[config.mk]
export PLATFORM = sky130hd
export DESIGN_NAME = dsrc_ctrl
export DESIGN_NICKNAME = d
export VERILOG_FILES = /design/src/common/dsrc_pkg.sv /design/src/hw/dsrc_timing_chain.sv /design/src/hw/dsrc_ctrl.sv
export VERILOG_INCLUDE_DIRS = /design/src /design/src/common
export SDC_FILE = /design/constraint.sdc
export NUM_CORES = 1
export LEC_CHECK = 0
export BUFFER_PORTS_ARGS = -buffer_cell sky130_fd_sc_hd__buf_4
export CORE_MARGIN = 4
export CORE_UTILIZATION = 50
export DETAILED_ROUTE_END_ITERATION = 10
export PLACE_DENSITY_LB_ADDON = 0.2
export SYNTH_ARGS = -nofsm -noshare
export SYNTH_HDL_FRONTEND = slang
export SYNTH_SLANG_ARGS = --single-unit
[constraint.sdc]
create_clock -name MCLK -period 1.95 [get_ports MCLK]
set_clock_uncertainty 0.2 [all_clocks]
set_input_delay 0.0975 -clock MCLK [delete_from_list [all_inputs] [get_ports MCLK]]
set_output_delay 0.0975 -clock MCLK [all_outputs]
set_load 0.005 [all_outputs]
[src/common/dsrc_defines.svh]
// Timing counts and field positions for the DRAM strobe and refresh controller.
// Assumes a 125 MHz controller clock (MCLK) and a bus with latched low address bits.
`ifndef DSRC_DEFINES_SVH
`define DSRC_DEFINES_SVH

// Controller clock period in picoseconds
`define DSRC_CLK_PS 8000
// Row-to-column strobe window, least and most, in ns
`define DSRC_RAS_CAS_MIN_NS 123
`define DSRC_RAS_CAS_MAX_NS 164
// Least row-to-column delay in clocks, rounded up
`define DSRC_CAS_TAP ((`DSRC_RAS_CAS_MIN_NS * 1000 + `DSRC_CLK_PS - 1) / `DSRC_CLK_PS)
// Write data settles this long after the write strobe edge, in ns
`define DSRC_WR_DATA_NS 40
// Settle delay in clocks, rounded up
`define DSRC_WR_SETTLE ((`DSRC_WR_DATA_NS * 1000 + `DSRC_CLK_PS - 1) / `DSRC_CLK_PS)
// Row strobe extension tap and clear tap (after column strobe)
`define DSRC_RAS_TAP (`DSRC_CAS_TAP + 2)
`define DSRC_CLR_TAP (`DSRC_CAS_TAP + 3)
// Timing chain length
`define DSRC_CHAIN_LEN (`DSRC_CAS_TAP + 4)
// Address field layout
`define DSRC_ADDR_W 16
`define DSRC_BANK_HI 15
`define DSRC_BANK_LO 14
`define DSRC_ROW_HI 13
`define DSRC_ROW_LO 7
`define DSRC_COL_HI 6
`define DSRC_COL_LO 0
`define DSRC_MUX_W 7
`define DSRC_BANKS 4

`endif

[src/common/dsrc_pkg.sv]
// Types shared by the DRAM strobe and refresh controller.
// Assumes dsrc_defines.svh is available on the include path.
`include "dsrc_defines.svh"
package dsrc_pkg;
   // Cycle kinds, Gray coded along idle-read/write-refresh
   typedef enum logic [1:0] {
      DSRC_IDLE = 2'b00,
      DSRC_READ = 2'b01,
      DSRC_WRITE = 2'b11,
      DSRC_REFR = 2'b10
   } dsrc_kind_t;
   // Refresh scheme select
   typedef enum logic [1:0] {
      DSRC_RF_HOLD = 2'b00,
      DSRC_RF_FETCH = 2'b01,
      DSRC_RF_SOFT = 2'b11
   } dsrc_rfmode_t;
endpackage : dsrc_pkg

[src/hw/dsrc_timing_chain.sv]
// Shift register timing chain fed by the cycle request.
// Assumes the request input is already in the MCLK domain.
`timescale 1ns/1ps
`default_nettype none
`include "dsrc_defines.svh"
module dsrc_timing_chain (
   input wire logic MCLK,
   input wire logic RST_B,
   input wire logic req_i,
   output logic [`DSRC_CHAIN_LEN-1:0] taps_o
);
   import dsrc_pkg::*;
   logic [`DSRC_CHAIN_LEN-1:0] chain_q; // One stage per clock

   // Each stage copies the one before; stage 0 follows request
   genvar gi;
   generate
      for (gi = 0; gi < `DSRC_CHAIN_LEN; gi++) begin : g_stage
         always_ff @(posedge MCLK) begin
            if (!RST_B) begin
               chain_q[gi] <= 1'b0;
            end else if (gi == 0) begin
               chain_q[gi] <= req_i;
            end else begin
               chain_q[gi] <= chain_q[(gi == 0) ? 0 : gi - 1];
            end
         end
      end
   endgenerate

   assign taps_o = chain_q;
endmodule : dsrc_timing_chain
`default_nettype wire

[src/hw/dsrc_ctrl.sv]
// DRAM strobe and refresh controller: cycle request, bank row strobes,
// column strobe, row/column address mux and refresh sources.
// Assumes bus pins are asynchronous to MCLK; the hold arbiter, refresh
// timer and interrupt priority live outside.
//
// Operation
// Row strobe to all banks or decoded bank
// Row strobe extended by chain tap OR
// Column strobe 123..164 ns after row strobe
// Column tap never moved one stage earlier
// Write request waits for write strobe low
// Inhibit input suppresses DRAM cycles
// Accesses finish with no wait states
// Address latch transparent, captures on strobe fall
// Hold mode: grant performs one row refresh
// Outside generator requests at least every 15us
// Optional refresh hidden in opcode fetch
// Refresh continues through reset and long holds
// Output port forces all selected row strobes
// Software does 128 consecutive dummy reads
// Timer loaded with 15A4H or 2454H
// Auto reload load values D5A4H, E454H
// Timer output on top priority interrupt
// Arbiter keeps DMA off during refresh
// Refresh may go via DMA request line
// Request from latch strobe, write strobe, refresh
// Row is high address, column low
// Request starts row strobe and timing chain
// Chain tap clears request after column strobe
`timescale 1ns/1ps
`default_nettype none
`include "dsrc_defines.svh"
module dsrc_ctrl (
   input wire logic MCLK,
   input wire logic RST_B,
   input wire logic [7:0] AD,
   input wire logic [7:0] A_HI,
   input wire logic ALE,
   input wire logic BUS_STATUS_BIT_ONE,
   input wire logic BUS_STATUS_BIT_ZERO,
   input wire logic WR_B,
   input wire logic INHIBIT,
   input wire logic REFRESH_REQ,
   input wire logic BUS_GRANT,
   input wire dsrc_pkg::dsrc_rfmode_t RF_MODE,
   input wire logic [`DSRC_BANKS-1:0] SOFT_RAS_FORCE,
   output logic HOLD_REQ,
   output logic [`DSRC_BANKS-1:0] RAS_B,
   output logic CAS_B,
   output logic WE_B,
   output logic [`DSRC_MUX_W-1:0] MA,
   output logic BUSY
);
   import dsrc_pkg::*;

   // Two-stage synchronisers for all pin inputs except RST_B, RF_MODE and SOFT_RAS_FORCE
   logic [7:0] ad_s1_q, ad_s2_q;
   logic [7:0] ahi_s1_q, ahi_s2_q;
   logic [5:0] ctl_s1_q, ctl_s2_q; // ale,s1,s0,wr_b,inh,rfreq
   logic grant_s1_q, grant_s2_q;
   logic ale, st1, st0, wr_b, inh, rf_req, grant;

   // Synchroniser flops; second stage alone is read onward
   always_ff @(posedge MCLK) begin
      if (!RST_B) begin
         ad_s1_q <= 8'h00;
         ad_s2_q <= 8'h00;
         ahi_s1_q <= 8'h00;
         ahi_s2_q <= 8'h00;
         ctl_s1_q <= 6'h04;
         ctl_s2_q <= 6'h04;
         grant_s1_q <= 1'b0;
         grant_s2_q <= 1'b0;
      end else begin
         ad_s1_q <= AD;
         ad_s2_q <= ad_s1_q;
         ahi_s1_q <= A_HI;
         ahi_s2_q <= ahi_s1_q;
         ctl_s1_q <= {ALE, BUS_STATUS_BIT_ONE, BUS_STATUS_BIT_ZERO, WR_B, INHIBIT, REFRESH_REQ};
         ctl_s2_q <= ctl_s1_q;
         grant_s1_q <= BUS_GRANT;
         grant_s2_q <= grant_s1_q;
      end
   end

   assign {ale, st1, st0, wr_b, inh, rf_req} = ctl_s2_q;
   assign grant = grant_s2_q;

   // Address latch: follows bus while strobe high, holds after fall
   logic [7:0] alo_q; // Latched low address byte
   logic [7:0] ahi_q; // Latched high address byte
   logic ale_d1_q; // Strobe delayed one clock, for edges
   logic [`DSRC_ADDR_W-1:0] addr;

   always_ff @(posedge MCLK) begin
      if (!RST_B) begin
         alo_q <= 8'h00;
         ahi_q <= 8'h00;
         ale_d1_q <= 1'b0;
      end else begin
         ale_d1_q <= ale;
         if (ale) begin // Transparent phase
            alo_q <= ad_s2_q;
            ahi_q <= ahi_s2_q;
         end
      end
   end

   // While the strobe is high the live bus is used, so the mux
   // has the address before the row strobe
   assign addr = ale ? {ahi_s2_q, ad_s2_q} : {ahi_q, alo_q};

   // Cycle request sources
   logic ale_fall;
   logic wr_b_d1_q; // Write strobe one clock ago
   logic wr_fall;
   logic [2:0] wr_cnt_q; // Write data settle counter
   logic wr_pend_q; // Write waiting for data to settle
   logic rd_cycle;
   logic fetch_cycle;
   logic rf_pend_q; // Refresh owed, sticky until served
   logic rf_go;
   logic req_q; // Cycle request flip-flop
   dsrc_kind_t kind_q; // What the running cycle is
   logic [`DSRC_CHAIN_LEN-1:0] taps;

   assign ale_fall = ale_d1_q && !ale;
   assign wr_fall = wr_b_d1_q && !wr_b;
   // Status 1x on the strobe means a read or fetch
   assign rd_cycle = ale_fall && st1;
   assign fetch_cycle = ale_fall && st1 && st0;

   // Refresh launch: granted hold, or hidden behind an opcode fetch
   always_comb begin
      case (RF_MODE)
         // Level, not edge: a grant that lands while the chain is busy
         // still gets its refresh once the chain drains
         DSRC_RF_HOLD: rf_go = rf_pend_q && grant;
         DSRC_RF_FETCH: rf_go = rf_pend_q && fetch_cycle;
         default: rf_go = 1'b0; // Software dummy reads refresh
      endcase
   end

   // Write strobe edge tracking and settle counter
   always_ff @(posedge MCLK) begin
      if (!RST_B) begin
         wr_b_d1_q <= 1'b1;
         wr_cnt_q <= 3'h0;
         wr_pend_q <= 1'b0;
      end else begin
         wr_b_d1_q <= wr_b;
         if (wr_fall && !inh) begin // Only after strobe goes low
            wr_pend_q <= 1'b1;
            wr_cnt_q <= 3'(`DSRC_WR_SETTLE);
         end else if (wr_pend_q && wr_cnt_q != 3'h0) begin
            wr_cnt_q <= wr_cnt_q - 3'h1;
         end else if (wr_pend_q && req_q && kind_q == DSRC_WRITE) begin
            wr_pend_q <= 1'b0; // Dropped only once the write is taken
         end
      end
   end

   // Refresh owed: a new request sets, launch clears; set wins.
   // Not cleared by a processor reset pin, only by RST_B, so rows
   // stay refreshed across processor resets
   always_ff @(posedge MCLK) begin
      if (!RST_B) begin
         rf_pend_q <= 1'b0;
      end else begin
         if (rf_req) begin
            rf_pend_q <= 1'b1;
         end else if (rf_go && !req_q && taps[`DSRC_CHAIN_LEN-1:1] == '0) begin
            rf_pend_q <= 1'b0; // Same terms as the launch, so none is lost
         end
      end
   end

   // Hold asked while refresh is owed in hold mode
   always_ff @(posedge MCLK) begin
      if (!RST_B) begin
         HOLD_REQ <= 1'b0;
      end else begin
         HOLD_REQ <= (RF_MODE == DSRC_RF_HOLD) && rf_pend_q;
      end
   end

   // Cycle request flip-flop: set by a source, cleared from a tap
   always_ff @(posedge MCLK) begin
      if (!RST_B) begin
         req_q <= 1'b0;
         kind_q <= DSRC_IDLE;
      end else if (req_q) begin
         if (taps[`DSRC_CLR_TAP-1]) begin // Clear after column strobe
            req_q <= 1'b0;
         end
      end else if (taps[`DSRC_CHAIN_LEN-1:1] == '0) begin // Chain drained
         if (rf_go) begin // Refresh needs no inhibit check
            req_q <= 1'b1;
            kind_q <= DSRC_REFR;
         end else if (rd_cycle && !inh) begin // Inhibit blocks DRAM
            req_q <= 1'b1; // Read starts at strobe fall
            kind_q <= DSRC_READ;
         end else if (wr_pend_q && wr_cnt_q == 3'h0) begin
            req_q <= 1'b1; // Write after settle
            kind_q <= DSRC_WRITE;
         end else begin
            kind_q <= DSRC_IDLE;
         end
      end
   end

   // Timing chain started by the request
   dsrc_timing_chain u_chain (
      .MCLK(MCLK),
      .RST_B(RST_B),
      .req_i(req_q),
      .taps_o(taps)
   );

   // Strobe and mux generation
   logic ras_en;
   logic [1:0] bank;
   logic [`DSRC_BANKS-1:0] bank_dec;
   logic cas_on;

   // Row strobe held past request clear by the chain tap
   assign ras_en = req_q || taps[`DSRC_RAS_TAP];
   assign bank = addr[`DSRC_BANK_HI:`DSRC_BANK_LO];
   // Column strobe from fixed tap; earlier would cut write setup
   assign cas_on = req_q && taps[`DSRC_CAS_TAP-1] || taps[`DSRC_CAS_TAP] && taps[`DSRC_RAS_TAP];

   // One-hot bank decode, one term per bank
   genvar bi;
   generate
      for (bi = 0; bi < `DSRC_BANKS; bi++) begin : g_bank
         assign bank_dec[bi] = (bank == 2'(bi));
      end
   endgenerate

   // Row strobes: all banks on refresh, else the decoded bank together
   // with any forced banks. Taken from flops, so the
   // strobe lags the request by one clock
   always_ff @(posedge MCLK) begin
      if (!RST_B) begin
         RAS_B <= {`DSRC_BANKS{1'b1}};
      end else if (!ras_en) begin
         RAS_B <= {`DSRC_BANKS{1'b1}};
      end else if (kind_q == DSRC_REFR) begin
         RAS_B <= {`DSRC_BANKS{1'b0}};
      end else begin
         RAS_B <= ~(bank_dec | SOFT_RAS_FORCE);
      end
   end

   // Column strobe; refresh is row only so it stays high
   always_ff @(posedge MCLK) begin
      if (!RST_B) begin
         CAS_B <= 1'b1;
      end else begin
         CAS_B <= !(cas_on && kind_q != DSRC_REFR);
      end
   end

   // Write enable spans the write cycle, ahead of column strobe
   always_ff @(posedge MCLK) begin
      if (!RST_B) begin
         WE_B <= 1'b1;
      end else begin
         WE_B <= !(ras_en && kind_q == DSRC_WRITE);
      end
   end

   // Row address until the tap before the column tap, then column; the row is the high
   // bits. Refresh row comes from a counter advanced per refresh
   logic [`DSRC_MUX_W-1:0] rf_row_q; // Next row to refresh

   always_ff @(posedge MCLK) begin
      if (!RST_B) begin
         rf_row_q <= 7'h00;
      end else if (kind_q == DSRC_REFR && req_q && taps[`DSRC_CLR_TAP-1]) begin
         rf_row_q <= rf_row_q + 7'h01;
      end
   end

   always_ff @(posedge MCLK) begin
      if (!RST_B) begin
         MA <= 7'h00;
      end else if (kind_q == DSRC_REFR) begin
         MA <= rf_row_q;
      end else if (taps[`DSRC_CAS_TAP-2] || cas_on) begin // Column held while CAS low
         MA <= addr[`DSRC_COL_HI:`DSRC_COL_LO]; // Column = low bits
      end else begin
         MA <= addr[`DSRC_ROW_HI:`DSRC_ROW_LO]; // Row = high bits
      end
   end

   // Busy flag; a short fixed cycle keeps the bus free of waits
   always_ff @(posedge MCLK) begin
      if (!RST_B) begin
         BUSY <= 1'b0;
      end else begin
         BUSY <= ras_en;
      end
   end
endmodule : dsrc_ctrl
`default_nettype wire

-- After elaboration in Yosys (flattened, before gate mapping)
Index checks and enable logic that the tools add are counted.
- register bits: 114
- word-level logic and storage cells: 122
- bits of input ports: 31
- output and inout bits: 15
- add/subtract/negate cells: 2
- bitwise gates (word level): 4
- equality and inequality tests: 8
- multiplexer cells: 21
- reduce and logical (&&, ||, !) cells: 42
- operator list (kind ; count):
    logical AND 1 bit ; 21
    logical NOT 19 bit ; 1
    2-to-1 mux 16 bit ; 1
    2-to-1 mux 7 bit ; 2
    2-to-1 mux 1 bit ; 11
    equality test 2 bit (second input constant) ; 4
    adder 7 x 1 -> 7 bit (second input constant) ; 1
    logical NOT 1 bit ; 6
    2-to-1 mux 2 bit ; 3
    2-to-1 mux 3 bit ; 2
    AND reduction 2 bit ; 3
    nonzero test 2 bit ; 3
    equality test 2 x 1 -> 1 bit (second input constant) ; 2
    logical NOT 2 bit ; 2
    2-to-1 mux 4 bit ; 1
    != test 2 bit (second input constant) ; 2
    inverter 4 bit ; 1
    bitwise OR 4 bit ; 1
    logical NOT 3 bit ; 1
    logical OR 1 bit ; 3
    nonzero test 3 bit ; 1
    subtractor 3 x 1 -> 3 bit (second input constant) ; 1
    inverter 1 bit ; 2
    case mux 1 bit (2 select lines) ; 1
    OR reduction 2 bit ; 1

-- Depth between registers and ports, before layout
Gate-level depths: netlist (run 1).
- word-level depth: 10
- depth in mapped cells: 6

-- Modules after synthesis
Synthesis (run 1) repeated with hierarchy kept, for this count alone.
- cells, all modules: 349
- area total of the unflattened synthesis: 3839.9 sq um
- by module, submodules not included (module ; instances ; area an instance (sq um) ; sequential area each (sq um) ; cells each):
    dsrc_ctrl ; 1 ; 3278.1 ; 1881.8 ; 307
    dsrc_timing_chain ; 1 ; 561.8 ; 400.4 ; 42

-- Least setup slack after synthesis (run 1)
Ideal clock, no wire load.
- path type: reg2reg
- start point: register req_q
- end point: register MA[5]
- slack: 0.320 ns
- cell stages (with the launch flop): 5
- arrival: 1.309 ns
- data required time: 1.629 ns
- path through: dfxtp_1 > a221oi_2 > mux4_2 > nand2_1 > o21ai_0
- longest elaborated chain between the ends: 5
- RTL lines (item ; RTL line ; text):
    from (decl) ; dsrc_ctrl.sv:123 ; logic req_q;
    from (signal assigned) ; dsrc_ctrl.sv:190 ; req_q <= 1'b0;
    from (signal assigned) ; dsrc_ctrl.sv:194 ; req_q <= 1'b0;
    from (signal assigned) ; dsrc_ctrl.sv:198 ; req_q <= 1'b1;
    logical AND 1 bit ; dsrc_ctrl.sv:230 ; assign cas_on = req_q && taps[`DSRC_CAS_TAP-1] || taps[`DSRC_CAS_TAP] && taps[`DSRC_RAS_TAP];
    logical OR 1 bit ; dsrc_ctrl.sv:230 ;
    logical OR 1 bit ; dsrc_ctrl.sv:290 ; end else if (taps[`DSRC_CAS_TAP-2] || cas_on) begin
    2-to-1 mux 7 bit ; dsrc_ctrl.sv:290 ;
    2-to-1 mux 7 bit ; dsrc_ctrl.sv:288 ; end else if (kind_q == DSRC_REFR) begin
    to (signal assigned) ; dsrc_ctrl.sv:289 ; MA <= rf_row_q;
    to (signal assigned) ; dsrc_ctrl.sv:291 ; MA <= addr[`DSRC_COL_HI:`DSRC_COL_LO];
    to (signal assigned) ; dsrc_ctrl.sv:293 ; MA <= addr[`DSRC_ROW_HI:`DSRC_ROW_LO];
    to (decl) ; dsrc_ctrl.sv:51 ; output logic [`DSRC_MUX_W-1:0] MA,
No other way between the ends.
A chain may end at the register's enable or synchronous reset.

-- Worst setup path in the final report (run 1)
- start point: input RST_B
- end point: register HOLD_REQ
- RTL lines (item ; RTL line ; text):
    from (decl) ; dsrc_ctrl.sv:35 ; input wire logic RST_B,
    to (signal assigned) ; dsrc_ctrl.sv:183 ; HOLD_REQ <= (RF_MODE == DSRC_RF_HOLD) && rf_pend_q;
    to (decl) ; dsrc_ctrl.sv:47 ; output logic HOLD_REQ,
No word-level cell between the ends.

==> summary.md, run 1 <==
| Metric | Value |
|---|---|
| Status | completed |
| Pleak | roughly 2.2 nW |
| TritonRoute pass-1 iters | 4 |
| Hold EP | ad_s1_q[3] |
| Area fraction of the dominant cell type after synthesis | 59.8% |
| Fin Hold WS | 0.117 ns |
| CTS tree | yes |
| DRC viols | 0 |
| Sequential share of power | 41.6% |
| Number of nets in the layout | 470 |
| Setup tns final | 0 ns |
| Least-Margin Pin Slew | slightly below 0.6 ns |
| Post-synthesis sequential area ratio | 59.8% |
| Total wire length | 7040 µm |
| Max stage delay on crit path | between 0.5 and 0.6 ns |
| GRT Overall Usage | between 15 and 20% |
| Post-Syn Nets | about 380 |
| Reg2reg path depth | 4 |
| Clock transition at path regs | 0.06 ns |
| Number of global-route vias before repair | 2519 |
| Share of cells above drive strength 1 | 21.2% |
| RSZ-0062 raised after global routing | false |
| Setup bufs post-CTS | 0 |
| Hold path cells | 3 |
| CP endpoint kind | flip-flop |
| Clock Power Share | 53.4% |
| R2r setup slk | 0.25 ns |
| DIE AREA | 9090 µm² |
| Synth top cells by count | dfxtp_1, and2_1, nor2_1 |
| Syn Inst Count | 347 |
| Synthesized area | 3810 µm² |
| Maximum vdd drop | 0.659 mV |
| CTS Sinks | about 110 |
| Worst hold path class | input port to flip-flop |
| Post-DP HPWL | 4370 µm |
| Worst setup SP type | input port |
| Routability Congestion | approximately 0.73 |
| Cell Chain, Critical Path | dlygate4sd3_1 -> buf_4 -> inv_2 -> buf_4 -> nor3_1 -> dlygate4sd3_1 |
| CP arrival | 2.05 ns |
| Count leader, synth | dfxtp_1 |
| Critical path peak fanout | 47 |
| Chip Height | around 95 µm |
| Yosys cell types | ~40 |
| DR vias | roughly 2700 |
| Post-synthesis to final-layout area growth | 36.9% |
| H-tree levels | 4 |
| Clk buf depth | 2 |
| Starting DRT DRC Count | 101 |
| Quantity of I/O buffers inserted on ports | between 40 and 50 |
| Post-CTS Hold Buffers | 34 |
| Ports | 46 |
| Ys Warns | 0 |
| Largest delay share family, worst path | buffers and inverters |
| Max_cap viols | 0 |
| Ys flop type | dfxtp_1 |
| Top cells by area, synth | dfxtp_1, and2_1, mux2i_1 |
| R2r endpoint | RAS_B[3] |
| Initial Utilization | a little over half |
| Clock Latency Late Sink | around 0.52 ns |
| Wirelength per Cell | 12.9 µm |
| Switching power of the nets | 1.22 mW |
| Worst path required time | ~2.2 ns |
| Die Wd | 95.3 µm |
| Logic pwr share | 5.0% |
| Tmin final | 1.79 ns |
| Period utilization | 91.7% |
| CTS Root Cell | clkbuf_8 |
| TritonCTS buffer count | 17 |
| Slowest library cell on the worst path | dlygate4sd3_1 |
| P_int | roughly 4.6 mW |
| Vias/cell | 4.85 |
| Routed Antenna Nets | 0 |
| Diodes inserted | 0 |
| First-pass GRT wire length | between 10000 and 15000 µm |
| Sw frac | 20.8% |
| Total grt overflow | 0 |
| Synth area leader | dfxtp_1 |
| Worst path bufs/invs | 5 |
| Ys async rst share | 0% |
| Num rows | 31 |
| Worst setup path category | input port to flip-flop |
| Slew headroom | 60.5% |
| Finished Core Util | 71.2% |
| Pin count of the biggest net entering global routing | 48 |
| RR Startpoint | ctl_s2_q[5] |
| Post_cts resized | 0 |
| Final hold viol count | 0 |
| Fmax | 0.560 GHz |
| Max-slew violation count | 0 |
| PD cells | 1120 nW/µm² |
| Core area | about 7300 µm² |
| EDFF count, synth | 0 |
| Initial antenna violation count | 0 |
| Hold_sp | AD[3] |
| Yosys reg bits | 114 |
| Post-Syn Area per Cell | 11.0 µm² |
| Final setup violation count | 0 |
## final cells by class
class                   instances  area [µm²]
multi-input cells             211        1440
well taps                      99         124
fillers                       541        2110
clock buffers                  18         418
inverters                       5        18.8
clock inverters                14         189
flip-flops and latches        114        2280
repair buffers                 87         751
## registers in the layout (all words and copies together), names as in the netlist, 2 cells and up
signal / count
rf_row_q: 7
MA: 7
ahi_s1_q: 8
ahi_q: 8
alo_q: 8
ad_s2_q: 8
kind_q: 2
ctl_s2_q: 6
ad_s1_q: 8
ahi_s2_q: 8
wr_cnt_q: 3
ctl_s1_q: 6
RAS_B: 4
u_chain.taps_o: 20
## metrics by stage
stage / area [µm²] / setup WS, ns / std cells / power (mW)
global route: 5220 / 0.0444 / 548 / 6.05
floorplan: 3810 / 0.320 / 347 / 2.62
detailed placement: 4270 / 0.268 / 482 / 2.72
global placement: 4270 / 0.304 / 482 / 2.71
finish: 5220 / 0.163 / 548 / 5.85
CTS: 5220 / 0.197 / 548 / 5.89
## cells by family after synthesis
family / after synthesis / synth area share [%]
AND/OR/NAND/NOR: 150 / 21.5
flip-flops: 114 / 59.8
AO/OA/AOI/OAI: 27 / 4.95
multiplexers: 25 / 8.86
buffers and inverters: 22 / 2.46
XOR/XNOR: 6 / 1.38
adder cells (fa/ha/maj): 3 / 0.984
## power groups by stage
stage / Sequential [mW] / Clock (mW) / Combinational, mW
4_1_cts: 2.43 / 3.16 / 0.294
6_report: 2.43 / 3.12 / 0.294
3_3_place_gp: 2.48 / 0 / 0.234
5_1_grt: 2.44 / 3.28 / 0.326
2_1_floorplan: 2.47 / 0 / 0.145
3_5_place_dp: 2.48 / 0 / 0.239
## cell usage in the layout, fill, tap and decap left out, drive strengths merged, types with 5 or more instances in the layout
cell type	count
clkbuf	18
inv	5
nor2	25
buf	53
dlygate4sd3	34
nand2	23
dfxtp	114
and2	65
nand3	9
a21oi	5
mux4	7
mux2i	18
nor4	5
nand2b	6
clkinvlp	6
o21ai	7
## worst max path at each step
stage	from	end	slack (ns)	cells past startpoint
final	RST_B	HOLD_REQ	0.16	6
after global routing	RST_B	HOLD_REQ	0.04	6
after CTS	RST_B	HOLD_REQ	0.20	6
after detailed placement	ctl_s2_q[5]	kind_q[1]	0.27	3
after global placement	u_chain.taps_o[8]	kind_q[1]	0.30	3
after floorplan	req_q	MA[5]	0.32	4
## tightest hold or removal path, cell delays in order
cell and delay [ns]:
dlygate4sd3_1 0.52, buf_4 0.09, and2_1 0.10
## per-layer routing
layer	global-route usage, %	up-vias	wire length [µm]
met1	21.4	1225	3270
li1	-	1344	-
met4	6.97	0	78
met3	7.97	10	500
met2	26.3	79	3200
met5	0	-	0
No activity file was read; power rests on OpenSTA's default activity.
==> run 2, diff against run 1 <==
SETUP_SLACK_MARGIN = 0.5   (was not set)
==> run 2 against run 1 <==
Net effect:
- worst setup slack improved by 0.17 ns
- utilization increased by 6.6 points
- maximum frequency increased by 10%
- design area increased by 9.3%
- global-route usage increased by 3.2 points
- via count increased by 7.0%
- non-clock buffer count increased by 41
- combinational power increased by 27%
- largest power group unchanged
- highest routed layer unchanged
- sequential share of layout area decreased by 3.4 points
- wire length increased by 20%
- sequential cell count unchanged
- critical path depth decreased by 2
==> summary.md, run 2 (synthesis gave the netlist of run 1 again) <==
| Metric | Value |
|---|---|
| Post-DP HPWL | 4440 µm (+1.6%) |
| CP endpoint kind | flip-flop |
| Number of nets in the layout | 511 (+8.7%) |
| RSZ-0062 raised after global routing | true |
| Number of global-route vias before repair | 2880 (+14%) |
| Share of cells above drive strength 1 | 24.0% (+2.8 points) |
| Status | completed |
| Leading cell types in the layout, fill and taps excluded | dfxtp_1, dlygate4sd3_1, and2_1 |
| CTS tree | yes |
| Clock Latency Late Sink | 0.51 ns (about the same) |
| R2r setup slk | 0.33 ns (+0.08 ns) |
| Period utilization | 83.0% (-8.7 points) |
| Worst setup SP type | flip-flop |
| Worst path required time | 2.18 ns (-0.04 ns) |
| Post-placement cell count | 479 (-0.62%) |
| DIE AREA | 9090 µm² (unchanged) |
| Starting DRT DRC Count | 112 (+11%) |
| CTS Sinks | 114 (unchanged) |
| Finished Core Util | 77.8% (+6.6 points) |
| Fmax | 0.618 GHz (+10%) |
| Hold EP | RAS_B[3] |
| Reg2reg path depth | 4 (unchanged) |
| Chip Height | 95.3 µm (unchanged) |
| Worst hold path class | input port to flip-flop |
| Post-Layout Inst Area | 5710 µm² (+9.3%) |
| Core area | 7330 µm² (unchanged) |
| Largest register FFs | 20 (unchanged) |
| TritonRoute pass-1 iters | 6 (+2) |
| Final setup violation count | 0 (unchanged) |
| Setup tns final | 0 ns (unchanged) |
| Final Power | 5.57 mW (-4.8%) |
| Initial Utilization | 52.0% (unchanged) |
| Hold_sp | SOFT_RAS_FORCE[3] |
| Post-synthesis to final-layout area growth | 49.6% |
| Pre-CTS WS | 0.270 ns (+0.00270 ns) |
| DR vias | 2844 (+7.0%) |
| Fin Hold WS | 0.125 ns (+0.00741 ns) |
| Pin count of the biggest net entering global routing | 42 (-13%) |
| Num rows | 31 (unchanged) |
| Pleak | 2.44 nW (+12%) |
| PD cells | 976 nW/µm² (-13%) |
| Total wire length | 8470 µm (+20%) |
| DRT met1 WL | 3770 µm (+15%) |
| WL met2 | 4290 µm (+34%) |
| Tmin final | 1.62 ns (-0.169 ns) |
| CTS Root Cell | clkbuf_8 |
| Fill cells | 445 (-18%) |
| Max_cap viols | 0 (unchanged) |
| Final hold viol count | 0 (unchanged) |
| Max layer used | met4 |
| RR Startpoint | kind_q[0] |
| R2r endpoint | rf_row_q[6] |
| DRC viols | 0 (unchanged) |
| Worst setup path category | flip-flop to flip-flop |
| Diodes inserted | 0 (unchanged) |
| Quantity of I/O buffers inserted on ports | 45 (unchanged) |
| Final worst setup slack | 0.332 ns (+0.169 ns) |
| Routed Antenna Nets | 0 (unchanged) |
| Clk buf depth | 2 (unchanged) |
| Ports | 46 (unchanged) |
| CP arrival | 1.85 ns (-0.20 ns) |
| Maximum vdd drop | 0.641 mV (-2.7%) |
| Clock transition at path regs | 0.06 ns (about the same) |
| Die Wd | 95.3 µm (unchanged) |
| TritonCTS buffer count | 17 (unchanged) |
| Max-slew violation count | 0 (unchanged) |
| Critical path peak fanout | 4 (-91%) |
| Routability Congestion | 0.798 (+8.6%) |
| Vias/cell | 4.84 (-0.11%) |
| Hold path cells | 3 (unchanged) |
| Post-Layout Cell Count | 587 (+7.1%) |
| Wirelength per Cell | 14.4 µm (+12%) |
| First-pass GRT wire length | 13900 µm (+18%) |
| Area after DPL | 4270 µm² (about the same) |
| Total grt overflow | 0 (unchanged) |
| Slew headroom | 69.7% (+9.2 points) |
| GRT Overall Usage | 20.5% (+3.2 points) |
| Most common cell after layout, fill and taps aside | dfxtp_1 |
| WL met3 | 330 µm (-34%) |
| H-tree levels | 4 (unchanged) |
| Least-Margin Pin Slew | 0.455 ns (-0.130 ns) |
| Initial antenna violation count | 0 (unchanged) |
## run 2: changes by cell type in the layout (fill, tap and decap cells not counted), sizes merged, moves of 3 or more
| cell | before | now |
|---|---|---|
| clkbuf | 18 | 25 |
| dlygate4sd3 | 34 | 70 |
| clkinvlp | 6 | 0 |
| buf | 53 | 56 |
| bufinv | 4 | 1 |
## run 2: worst max-delay path: stages (launching register included)
cell and delay [ns]:
dfxtp_4 0.34, and4b_2 0.31, nand4_1 0.17, or3_1 0.37, a21oi_1 0.15
## run 2: repair_timing
action	CTS	global route
resized for setup	14	13
pin swaps	8	3
cloned	1	0
hold buffers	71	0
endpoints found under the hold margin	58	0
setup endpoints to repair	21	26
setup buffers	4	2
## run 2: final cells by class
type                       instances  area (µm²)  area share (%)
clock buffer                      25         484            8.48
tap                               99         124            2.17
clock inverter                     5        51.3           0.899
inverter                           5        18.8           0.329
multi-input combinational        211        1540            26.9
timing repair buffer             128        1190            20.9
sequential                       114        2300            40.3
## run 2: worst max path at each step
| stage | start | end | slack (ns) | cells after the start |
|---|---|---|---|---|
| final | kind_q[0] | rf_row_q[6] | 0.33 | 4 |
| after global routing | u_chain.taps_o[18] | kind_q[0] | 0.23 | 4 |
| after CTS | u_chain.taps_o[18] | rf_row_q[6] | 0.31 | 4 |
| after detailed placement | req_q | MA[6] | 0.27 | 4 |
| after global placement | req_q | MA[6] | 0.30 | 4 |
| after floorplan | req_q | MA[5] | 0.43 | 4 |
## run 2: routing by layer
layer,track usage (%),up-vias
li1,-,1423
met1,25.6,1356
met2,32.8,56
met3,7.26,9
met4,7.57,0
met5,0,-
## run 2: report_power, final
| group | total [mW] | internal [mW] | switching, mW |
|---|---|---|---|
| Combinational | 0.373 | 0.224 | 0.149 |
| Sequential | 2.44 | 2.40 | 0.0368 |
| Clock | 2.76 | 1.80 | 0.962 |
